`config.mk`:
```
export PLATFORM = sky130hd
export DESIGN_NAME = atp_timer
export DESIGN_NICKNAME = d
export VERILOG_FILES = /design/src/rtl/atp_pkg.sv /design/src/rtl/atp_timer.sv
export VERILOG_INCLUDE_DIRS = /design/src /design/src/rtl
export SDC_FILE = /design/constraint.sdc
export NUM_CORES = 1
export LEC_CHECK = 0
export ABC_AREA = 0
export BUFFER_PORTS_ARGS = -buffer_cell sky130_fd_sc_hd__buf_2
export CORE_MARGIN = 3
export CORE_UTILIZATION = 40
export DETAILED_ROUTE_END_ITERATION = 10
export GPL_TIMING_DRIVEN = 0
export PLACE_DENSITY_LB_ADDON = 0.05
export SLEW_MARGIN = 20
export SYNTH_ARGS = -nofsm -noshare
export SYNTH_HDL_FRONTEND = slang
export SYNTH_SLANG_ARGS = --single-unit
```
`constraint.sdc`:
```
create_clock -name clk_in -period 8 [get_ports clk_in]
set_input_delay 0.8 -clock clk_in [delete_from_list [all_inputs] [get_ports clk_in]]
set_output_delay 0.8 -clock clk_in [all_outputs]
set_load 0.01 [all_outputs]
```
`src/rtl/atp_regs.svh`:
```
`ifndef ATP_REGS_SVH
`define ATP_REGS_SVH
// ---------------------------------------------------------------
// Register byte offsets
// ---------------------------------------------------------------
`define ATP_OFS_CTRL0 8'h00
`define ATP_OFS_CTRL1 8'h04
`define ATP_OFS_CNT 8'h08
`define ATP_OFS_CMPA 8'h0C
`define ATP_OFS_CMPB 8'h10
`define ATP_OFS_PER 8'h14
`define ATP_OFS_FLAGS 8'h18
// ---------------------------------------------------------------
// Field positions
// ---------------------------------------------------------------
`define ATP_C0_RUN 0
`define ATP_C0_AUDIO 1
`define ATP_C1_MODE_HI 7
`define ATP_C1_MODE_LO 6
`define ATP_C1_ACT_HI 5
`define ATP_C1_ACT_LO 4
`define ATP_C1_INIT 3
`define ATP_C1_INV 2
`define ATP_C1_SWAP 1
`define ATP_C1_CLR 0
`define ATP_FL_A 0
`define ATP_FL_P 1
`define ATP_FL_B 2
// ---------------------------------------------------------------
// Reset values and counts
// ---------------------------------------------------------------
`define ATP_RST_CTRL 8'h00
`define ATP_CNT_MAX 10'h3FF
`define ATP_PRESCALE 1
`endif

```
`src/rtl/atp_pkg.sv`:
```
package atp_pkg;
  typedef enum logic [1:0] {
    ATP_MODE_CMP = 2'b00,
    ATP_MODE_UNDEF = 2'b01,
    ATP_MODE_PWM = 2'b10,
    ATP_MODE_TMR = 2'b11
  } atp_mode_t;

  typedef struct packed {
    logic timer_out_pin;
    logic timer_out_pin_inv;
    logic audio_out_one;
    logic audio_out_two;
  } atp_pins_t;
endpackage

```
`src/rtl/atp_timer.sv`:
```
// Our own choices: the placing of the registers and the AXI4-Lite register port.
`include "atp_regs.svh"

module atp_timer import atp_pkg::*; #(
  parameter int CNT_W = 10,
  parameter int PRESCALE = `ATP_PRESCALE
) (
  // Clock and reset
  input wire logic clk_in,
  input wire logic srst_in,
  // AXI4-Lite write
  input wire logic [7:0] s_axi_awaddr_in,
  input wire logic s_axi_awvalid_in,
  output logic s_axi_awready_out,
  input wire logic [31:0] s_axi_wdata_in,
  input wire logic [3:0] s_axi_wstrb_in,
  input wire logic s_axi_wvalid_in,
  output logic s_axi_wready_out,
  output logic [1:0] s_axi_bresp_out,
  output logic s_axi_bvalid_out,
  input wire logic s_axi_bready_in,
  // AXI4-Lite read
  input wire logic [7:0] s_axi_araddr_in,
  input wire logic s_axi_arvalid_in,
  output logic s_axi_arready_out,
  output logic [31:0] s_axi_rdata_out,
  output logic [1:0] s_axi_rresp_out,
  output logic s_axi_rvalid_out,
  input wire logic s_axi_rready_in,
  // Pins
  output atp_pins_t pins_out
);
  // ---------------------------------------------------------------
  // Control registers
  // ---------------------------------------------------------------
  logic [7:0] timer_ctrl_reg_zero;
  logic [7:0] timer_ctrl_reg_one;
  logic [CNT_W-1:0] compare_a_value, compare_b_value;
  logic [7:0] period_compare_value;
  logic [CNT_W-1:0] act_a_reg, act_b_reg;
  logic [7:0] act_p_reg;
  logic [CNT_W-1:0] cnt_reg;
  logic cmp_a_flag, period_match_flag, cmp_b_flag;
  logic run_d_reg;
  logic [7:0] pre_reg;
  logic tick;
  atp_pins_t pins_reg;

  wire logic counter_run_bit = timer_ctrl_reg_zero[`ATP_C0_RUN];
  wire logic audio_pwm_select = timer_ctrl_reg_zero[`ATP_C0_AUDIO];
  wire atp_mode_t mode = atp_mode_t'({timer_ctrl_reg_one[`ATP_C1_MODE_HI],
                                      timer_ctrl_reg_one[`ATP_C1_MODE_LO]});
  wire logic [1:0] pin_act = {timer_ctrl_reg_one[`ATP_C1_ACT_HI],
                              timer_ctrl_reg_one[`ATP_C1_ACT_LO]};
  wire logic out_initial_level = timer_ctrl_reg_one[`ATP_C1_INIT];
  wire logic out_invert_bit = timer_ctrl_reg_one[`ATP_C1_INV];
  wire logic counter_clear_sel = timer_ctrl_reg_one[`ATP_C1_CLR];
  wire logic is_pwm = (mode == ATP_MODE_PWM);
  wire logic is_audio = is_pwm && audio_pwm_select;
  // Swap reads as zero in audio mode
  wire logic period_duty_swap = timer_ctrl_reg_one[`ATP_C1_SWAP] && !is_audio;

  // ---------------------------------------------------------------
  // Bus slave
  // ---------------------------------------------------------------
  logic [7:0] aw_reg;
  logic [31:0] wd_reg;
  logic aw_ok_reg, w_ok_reg;
  wire logic wr_go = aw_ok_reg && w_ok_reg && !s_axi_bvalid_out;
  wire logic clr_flag_wr = wr_go && aw_reg == `ATP_OFS_FLAGS;

  function automatic logic known(input logic [7:0] a);
    return a == `ATP_OFS_CTRL0 || a == `ATP_OFS_CTRL1 || a == `ATP_OFS_CNT ||
           a == `ATP_OFS_CMPA || a == `ATP_OFS_CMPB || a == `ATP_OFS_PER ||
           a == `ATP_OFS_FLAGS;
  endfunction

  always_ff @(posedge clk_in) begin
    if (srst_in) begin
      aw_ok_reg <= 1'b0;
      w_ok_reg <= 1'b0;
      aw_reg <= 8'h00;
      wd_reg <= 32'h0000_0000;
      s_axi_awready_out <= 1'b0;
      s_axi_wready_out <= 1'b0;
      s_axi_bvalid_out <= 1'b0;
      s_axi_bresp_out <= 2'h0;
    end else begin
      s_axi_awready_out <= !aw_ok_reg && !s_axi_awready_out && s_axi_awvalid_in;
      s_axi_wready_out <= !w_ok_reg && !s_axi_wready_out && s_axi_wvalid_in;
      if (s_axi_awvalid_in && s_axi_awready_out) begin
        aw_ok_reg <= 1'b1;
        aw_reg <= {s_axi_awaddr_in[7:2], 2'b00};
      end
      if (s_axi_wvalid_in && s_axi_wready_out) begin
        w_ok_reg <= 1'b1;
        wd_reg <= s_axi_wstrb_in[0] ? s_axi_wdata_in : 32'h0000_0000;
      end
      if (wr_go) begin
        aw_ok_reg <= 1'b0;
        w_ok_reg <= 1'b0;
        s_axi_bvalid_out <= 1'b1;
        s_axi_bresp_out <= known(aw_reg) ? 2'h0 : 2'h2;
      end else if (s_axi_bready_in) begin
        s_axi_bvalid_out <= 1'b0;
      end
    end
  end

  always_ff @(posedge clk_in) begin
    if (srst_in) begin
      s_axi_arready_out <= 1'b0;
      s_axi_rvalid_out <= 1'b0;
      s_axi_rdata_out <= 32'h0000_0000;
      s_axi_rresp_out <= 2'h0;
    end else begin
      s_axi_arready_out <= !s_axi_rvalid_out && !s_axi_arready_out && s_axi_arvalid_in;
      if (s_axi_arvalid_in && s_axi_arready_out) begin
        s_axi_rvalid_out <= 1'b1;
        s_axi_rresp_out <= known({s_axi_araddr_in[7:2], 2'b00}) ? 2'h0 : 2'h2;
        unique case ({s_axi_araddr_in[7:2], 2'b00})
          `ATP_OFS_CTRL0: s_axi_rdata_out <= {24'h000000, timer_ctrl_reg_zero};
          `ATP_OFS_CTRL1: s_axi_rdata_out <= {24'h000000, timer_ctrl_reg_one[7:2],
                                              period_duty_swap, counter_clear_sel};
          `ATP_OFS_CNT: s_axi_rdata_out <= 32'(cnt_reg);
          `ATP_OFS_CMPA: s_axi_rdata_out <= 32'(compare_a_value);
          `ATP_OFS_CMPB: s_axi_rdata_out <= 32'(compare_b_value);
          `ATP_OFS_PER: s_axi_rdata_out <= {24'h000000, period_compare_value};
          `ATP_OFS_FLAGS: s_axi_rdata_out <= {29'h00000000, cmp_b_flag,
                                              period_match_flag, cmp_a_flag};
          default: s_axi_rdata_out <= 32'h0000_0000;
        endcase
      end else if (s_axi_rready_in) begin
        s_axi_rvalid_out <= 1'b0;
      end
    end
  end

  always_ff @(posedge clk_in) begin
    if (srst_in) begin
      timer_ctrl_reg_zero <= `ATP_RST_CTRL;
      timer_ctrl_reg_one <= `ATP_RST_CTRL;
      compare_a_value <= '0;
      compare_b_value <= '0;
      period_compare_value <= 8'h00;
    end else if (wr_go) begin
      unique case (aw_reg)
        `ATP_OFS_CTRL0: timer_ctrl_reg_zero <= wd_reg[7:0];
        `ATP_OFS_CTRL1: timer_ctrl_reg_one <= wd_reg[7:0];
        `ATP_OFS_CMPA: compare_a_value <= wd_reg[CNT_W-1:0];
        `ATP_OFS_CMPB: compare_b_value <= wd_reg[CNT_W-1:0];
        `ATP_OFS_PER: period_compare_value <= wd_reg[7:0];
        default: ;
      endcase
    end
  end

  // ---------------------------------------------------------------
  // Counter and comparators
  // ---------------------------------------------------------------
  // Timer clock enable from a prescaler; a shorter count speeds sims
  always_ff @(posedge clk_in) begin
    if (srst_in || !counter_run_bit || pre_reg == 8'(PRESCALE - 1)) begin
      pre_reg <= 8'h00;
    end else begin
      pre_reg <= pre_reg + 8'h01;
    end
  end
  assign tick = counter_run_bit && pre_reg == 8'(PRESCALE - 1);

  // Active compare values: shadowed only in audio mode
  wire logic [CNT_W-1:0] use_a = is_audio ? act_a_reg : compare_a_value;
  wire logic [CNT_W-1:0] use_b = is_audio ? act_b_reg : compare_b_value;
  wire logic [7:0] use_p = is_audio ? act_p_reg : period_compare_value;
  wire logic overflow = cnt_reg == `ATP_CNT_MAX;
  // Period compare sees only the top eight counter bits, so a zero value
  // means a full 1024-clock wrap
  wire logic [CNT_W-1:0] p_end = (use_p == 8'h00) ? `ATP_CNT_MAX
                                 : {use_p, 2'b00} - 10'h001;
  wire logic match_p = tick && cnt_reg == p_end;
  wire logic match_a = tick && use_a != '0 && cnt_reg == use_a - 10'h001;
  wire logic match_b = tick && use_b != '0 && cnt_reg == use_b - 10'h001;
  wire logic clr_on_a = is_pwm ? (period_duty_swap && !is_audio)
                               : counter_clear_sel;
  wire logic cnt_clear = clr_on_a ? (match_a || (tick && overflow))
                                  : match_p;

  always_ff @(posedge clk_in) begin
    if (srst_in || !counter_run_bit) begin
      cnt_reg <= '0;
    end else if (cnt_clear) begin
      cnt_reg <= '0;
    end else if (tick) begin
      cnt_reg <= cnt_reg + 10'h001;
    end
  end

  // Shadows load at the end of a period, with the period flag
  always_ff @(posedge clk_in) begin
    if (srst_in) begin
      act_a_reg <= '0;
      act_b_reg <= '0;
      act_p_reg <= 8'h00;
    end else if (!is_audio || !counter_run_bit || match_p) begin
      act_a_reg <= compare_a_value;
      act_b_reg <= compare_b_value;
      act_p_reg <= period_compare_value;
    end
  end

  // ---------------------------------------------------------------
  // Flags: a new match beats a software clear
  // ---------------------------------------------------------------
  wire logic set_a = match_a;
  wire logic set_p = match_p && !(clr_on_a && !is_pwm);
  wire logic set_b = match_b && is_audio;
  always_ff @(posedge clk_in) begin
    if (srst_in) begin
      cmp_a_flag <= 1'b0;
      period_match_flag <= 1'b0;
      cmp_b_flag <= 1'b0;
    end else begin
      cmp_a_flag <= set_a || (cmp_a_flag && !(clr_flag_wr && wd_reg[`ATP_FL_A]));
      period_match_flag <= set_p ||
                           (period_match_flag && !(clr_flag_wr && wd_reg[`ATP_FL_P]));
      cmp_b_flag <= set_b || (cmp_b_flag && !(clr_flag_wr && wd_reg[`ATP_FL_B]));
    end
  end

  // ---------------------------------------------------------------
  // Output pins
  // ---------------------------------------------------------------
  logic cmp_lvl_reg;
  always_ff @(posedge clk_in) begin
    run_d_reg <= !srst_in && counter_run_bit;
  end
  always_ff @(posedge clk_in) begin
    if (srst_in) begin
      cmp_lvl_reg <= 1'b0;
    end else if (counter_run_bit && !run_d_reg) begin
      cmp_lvl_reg <= out_initial_level;
    end else if (set_a && mode == ATP_MODE_CMP) begin
      unique case (pin_act)
        2'b00: cmp_lvl_reg <= cmp_lvl_reg;
        2'b01: cmp_lvl_reg <= 1'b0;
        2'b10: cmp_lvl_reg <= 1'b1;
        2'b11: cmp_lvl_reg <= !cmp_lvl_reg;
      endcase
    end
  end

  // Duty window: active while the count is below the duty value
  function automatic logic pwm_lvl(input logic on);
    logic act;
    act = (pin_act == 2'b01) || (pin_act == 2'b10 && on);
    return (out_initial_level ? act : !act) ^ out_invert_bit;
  endfunction
  wire logic [CNT_W-1:0] duty_p = (use_p == 8'h00) ? 10'h000 : {use_p, 2'b00};
  wire logic on_n = period_duty_swap ? (use_p == 8'h00 || cnt_reg < duty_p)
                                     : (cnt_reg < use_a);
  wire logic cmp_pin = cmp_lvl_reg ^ out_invert_bit;

  always_ff @(posedge clk_in) begin
    if (srst_in) begin
      pins_reg <= '0;
    end else begin
      pins_reg <= '0;
      if (mode == ATP_MODE_CMP) begin
        pins_reg.timer_out_pin <= cmp_pin;
        pins_reg.timer_out_pin_inv <= !cmp_pin;
      end else if (is_audio) begin
        pins_reg.audio_out_one <= pwm_lvl(cnt_reg < use_a);
        pins_reg.audio_out_two <= pwm_lvl(cnt_reg < use_b);
      end else if (is_pwm) begin
        pins_reg.timer_out_pin <= pwm_lvl(on_n);
        pins_reg.timer_out_pin_inv <= !pwm_lvl(on_n);
      end
    end
  end
  assign pins_out = pins_reg;

  // ---------------------------------------------------------------
  // Checks
  // ---------------------------------------------------------------
  a_cnt_clears: assert property (@(posedge clk_in) disable iff (srst_in)
    cnt_clear && counter_run_bit |=> cnt_reg == '0)
    else $error("counter not cleared after clear event");
  a_flag_sticky: assert property (@(posedge clk_in) disable iff (srst_in)
    cmp_a_flag && !clr_flag_wr |=> cmp_a_flag)
    else $error("compare A flag dropped without clear");
  a_set_wins: assert property (@(posedge clk_in) disable iff (srst_in)
    set_p |=> period_match_flag)
    else $error("period flag lost");
  a_no_pflag_clra: assert property (@(posedge clk_in) disable iff (srst_in)
    mode == ATP_MODE_CMP && counter_clear_sel && !period_match_flag
      && !$past(period_match_flag) |=> !period_match_flag || $past(!counter_clear_sel))
    else $error("period flag raised with clear on A");
  a_init_level: assert property (@(posedge clk_in) disable iff (srst_in)
    counter_run_bit && !run_d_reg |=> cmp_lvl_reg == $past(out_initial_level))
    else $error("initial level not loaded");
  a_tmr_quiet: assert property (@(posedge clk_in) disable iff (srst_in)
    mode == ATP_MODE_TMR |=> ##1 (pins_out == '0 || $past(mode) != ATP_MODE_TMR))
    else $error("timer mode drove a pin");
  a_zero_a_nomatch: assert property (@(posedge clk_in) disable iff (srst_in)
    use_a == '0 |-> !match_a)
    else $error("compare A matched at zero");
  a_audio_shadow: assert property (@(posedge clk_in) disable iff (srst_in)
    is_audio && counter_run_bit && !match_p && $stable(is_audio) |=> $stable(act_a_reg))
    else $error("active compare A changed mid period");
  a_cmp_pin_hold: assert property (@(posedge clk_in) disable iff (srst_in)
    mode == ATP_MODE_CMP && !set_a && !(counter_run_bit && !run_d_reg) |=> $stable(cmp_lvl_reg))
    else $error("compare pin level moved without compare A match");
  a_b_flag_audio: assert property (@(posedge clk_in) disable iff (srst_in)
    !is_audio && !cmp_b_flag |=> !cmp_b_flag)
    else $error("compare B flag raised outside audio mode");
  a_run_low_cnt: assert property (@(posedge clk_in) disable iff (srst_in)
    !counter_run_bit |=> cnt_reg == '0)
    else $error("counter not held at zero while stopped");
endmodule

```
==> flow_metrics.env <==
export IMPL_status="completed"
export IMPL_crit_arrival_ps=6140
export IMPL_nFillCells=2047
export IMPL_synth_area_per_cell_um2=8.31
export IMPL_antennaDiodeCount=0
export IMPL_layout_drive_gt1_share=0.122
export IMPL_gp_congestion=0.895
export IMPL_crit_type="reg -> reg"
export IMPL_grt_setup_unrepaired="no"
export IMPL_avgRoutedWirePerCell_um=19.4
export IMPL_p_sw_mw=0.413
export IMPL_max_slew_margin_rel=0.225
export IMPL_cts_buffers_inserted=17
export IMPL_die_y_um=150
export IMPL_fmax_mhz=170
export IMPL_clkTransAtPathRegs_ps=70
export IMPL_netSwitchingFraction=0.265
export IMPL_dr_pass1_iters=5
export IMPL_critPathMaxFanout=10
export IMPL_max_slew_worst_pin_slew_ps=1150
export IMPL_areaGrowthSynthToFinish_pct=15.2
export IMPL_clkPwrFrac=0.527
export IMPL_initial_utilization=0.409
export IMPL_pre_cts_ws_ps=2250
export IMPL_num_rows=52
export IMPL_antenna_found_initial=0
export IMPL_netlist_instances=1001
export IMPL_wirelength_um=26700
export IMPL_multi_input_area_mm2=0.00519
export IMPL_synth_edf_count=0
export IMPL_hold_class="reg -> reg"
export IMPL_nNetsFinal=1183
export IMPL_synth_cell_type_count=73
export IMPL_min_period_ps=5870
export IMPL_fin_crit_sh=0.734
export IMPL_fin_skew_ps=10.7
export IMPL_ios=104
export IMPL_powerDensity_mw_per_mm2=163
export IMPL_seqPwrFrac=0.433
export IMPL_viasPerCell=5.33
export IMPL_ir_drop_mv=0.118
export IMPL_endpoint_kind="register"
export IMPL_htree_num_levels=4
export IMPL_dp_hpwl_um=19800
export IMPL_cp_required_ps=8270
export IMPL_grt_pass1_wl_um=40700
export IMPL_clk_latency_ps=430
export IMPL_max_cap_violations=0
export IMPL_synthArstFlopShare=0
export IMPL_final_common_cell="dfxtp_1"
export IMPL_drcViolationCount=0
export IMPL_clockBufferDepth=2
export IMPL_coreArea_mm2=0.0204
export IMPL_setup_viol=0
export IMPL_p_int_mw=1.15
export IMPL_die_w_um=150
export IMPL_cts_tree="built"
export IMPL_yosysSeqAreaShare=0.322
export IMPL_drv_slew=0
export IMPL_via_count=7317
export IMPL_grt_start_max_net_pins=17
export IMPL_path_buf_inv=5
export IMPL_antenna_left=0
export IMPL_synth_area_mm2=0.00832
export IMPL_io_buffers=47
export IMPL_layout_setup_ws_ps=2130
export IMPL_die_area_mm2=0.0226
export IMPL_synth_warnings=0
export IMPL_path_cells="nand3b_1, buf_6, buf_8, buf_4, buf_2, buf_1, mux2i_1, ha_1, nand2_1, o21ai_1, or2_2, ha_1, nor2b_1, o21a_1, o21a_1, o21ai_0, a211oi_1, o31ai_1, mux2i_1, o21ai_0"
export IMPL_first_global_vias=6981
export IMPL_clock_root_buffer="clkbuf_16"
export IMPL_p_leak_nw=3.62
export IMPL_cts_setup_buffers=0
export IMPL_hold_viol=0
export IMPL_yosys_most_used_dff="dfxtp_1"
export IMPL_drtIter0Drc=508
export IMPL_start_kind="register"
export IMPL_layout_common_cells="dfxtp_1, nand2_1, nor2_1"
export IMPL_postCtsResizedCells=0
export IMPL_cts_sinks=134
export IMPL_grtUsageTotal=0.239
export IMPL_final_setup_tns_ps=0
export IMPL_cp_slowest_stage_delay_ps=690
export IMPL_overflow=0
export IMPL_ys_ff_latch=134
export IMPL_cts_hold_buffers=0
export IMPL_regArea_mm2=0.00268
export IMPL_cp_top_family="buffers and inverters"
export IMPL_critPathSlowestCell="buf_1"
export IMPL_comb_power_share=0.040
## logic make-up (layout without fill, tap and decap cells)
logic type | after synthesis | count (layout) | share of synthesized area
flip-flops | 134 | 134 | 0.322
multiplexers | 109 | 109 | 0.136
AO/OA/AOI/OAI | 163 | 163 | 0.125
AND/OR/NAND/NOR | 403 | 403 | 0.245
other | 1 | 24 | 0.000451
XOR/XNOR | 53 | 53 | 0.0558
buffers and inverters | 104 | 183 | 0.0641
adder cells (fa/ha/maj) | 34 | 34 | 0.0511
## cell type report
| class | instances | share of cell area |
|---|---|---|
| Multi-Input combinational cell | 786 | 0.541 |
| Sequential cell | 134 | 0.280 |
| Buffer | 82 | 0.0470 |
| Clock buffer | 17 | 0.0444 |
| Tap cell | 270 | 0.0352 |
| Timing Repair Buffer | 47 | 0.0245 |
| Clock inverter | 15 | 0.0189 |
| Inverter | 22 | 0.00862 |
## per-stage QoR
stage / util / hold WS [ps] / area (um^2) / power (mW) / instances
finish: 0.471 / 451 / 9590 / 1.56 / 1373
global route: 0.471 / 478 / 9590 / 1.61 / 1373
CTS: 0.471 / 453 / 9590 / 1.57 / 1373
detailed placement: 0.441 / 443 / 8980 / 0.754 / 1341
global placement: 0.441 / 440 / 8980 / 0.754 / 1341
floorplan: - / 429 / 8410 / 0.731 / 1024
## cells in the mapped netlist (8+ instances only)
cell      instances  area, um^2
nor2_1           99         372
a21oi_1          68         340
o21ai_0          19        95.1
xnor2_1          33         289
mux2i_1          96         961
nor4_1            8        50.1
nand2_1         105         394
clkbuf_1         38         143
nand4_1          10        62.6
inv_1            22        82.6
nand3_1          32         160
dfxtp_1         134        2680
nand2b_1         64         400
buf_1            10        37.5
xor2_1           20         175
mux2_2           10         113
buf_4            26         195
nor3_1           26         130
a22oi_1          10        75.1
ha_1             34         425
o21a_1           12        90.1
## metal layers
layer | GRT usage | part of all wire | vias up
met5 | 0 | 0 | -
met4 | 0.0741 | 0.027 | 0
met3 | 0.0388 | 0.046 | 46
met2 | 0.406 | 0.47 | 216
met1 | 0.310 | 0.45 | 3401
li1 | - | - | 3654
## power by group through the flow
stage	clock, mW	sequential, mW	combinational [mW]
6_report	0.822	0.675	0.0630
5_1_grt	0.864	0.676	0.0695
4_1_cts	0.835	0.675	0.0632
3_5_place_dp	0	0.691	0.0630
3_3_place_gp	0	0.691	0.0629
2_1_floorplan	0	0.690	0.0409
## path summary, 6_finish.rpt
| kind | slack [ps] | cells past startpoint | to | startpoint |
|---|---|---|---|---|
| hold reg to reg | 450 | 1 | s_axi_arready_out$_SDFF_PP0_ | s_axi_rvalid_out$_SDFFE_PP0P_ |
| setup / recovery | 2130 | 20 | pins_out[3]$_SDFF_PP0_ | timer_ctrl_reg_one[6]$_SDFFE_PP0P_ |
| hold / removal | 450 | 1 | s_axi_arready_out$_SDFF_PP0_ | s_axi_rvalid_out$_SDFFE_PP0P_ |
| setup reg to reg | 2130 | 20 | pins_out[3]$_SDFF_PP0_ | timer_ctrl_reg_one[6]$_SDFFE_PP0P_ |
Power figures use the tool's default switching activity.
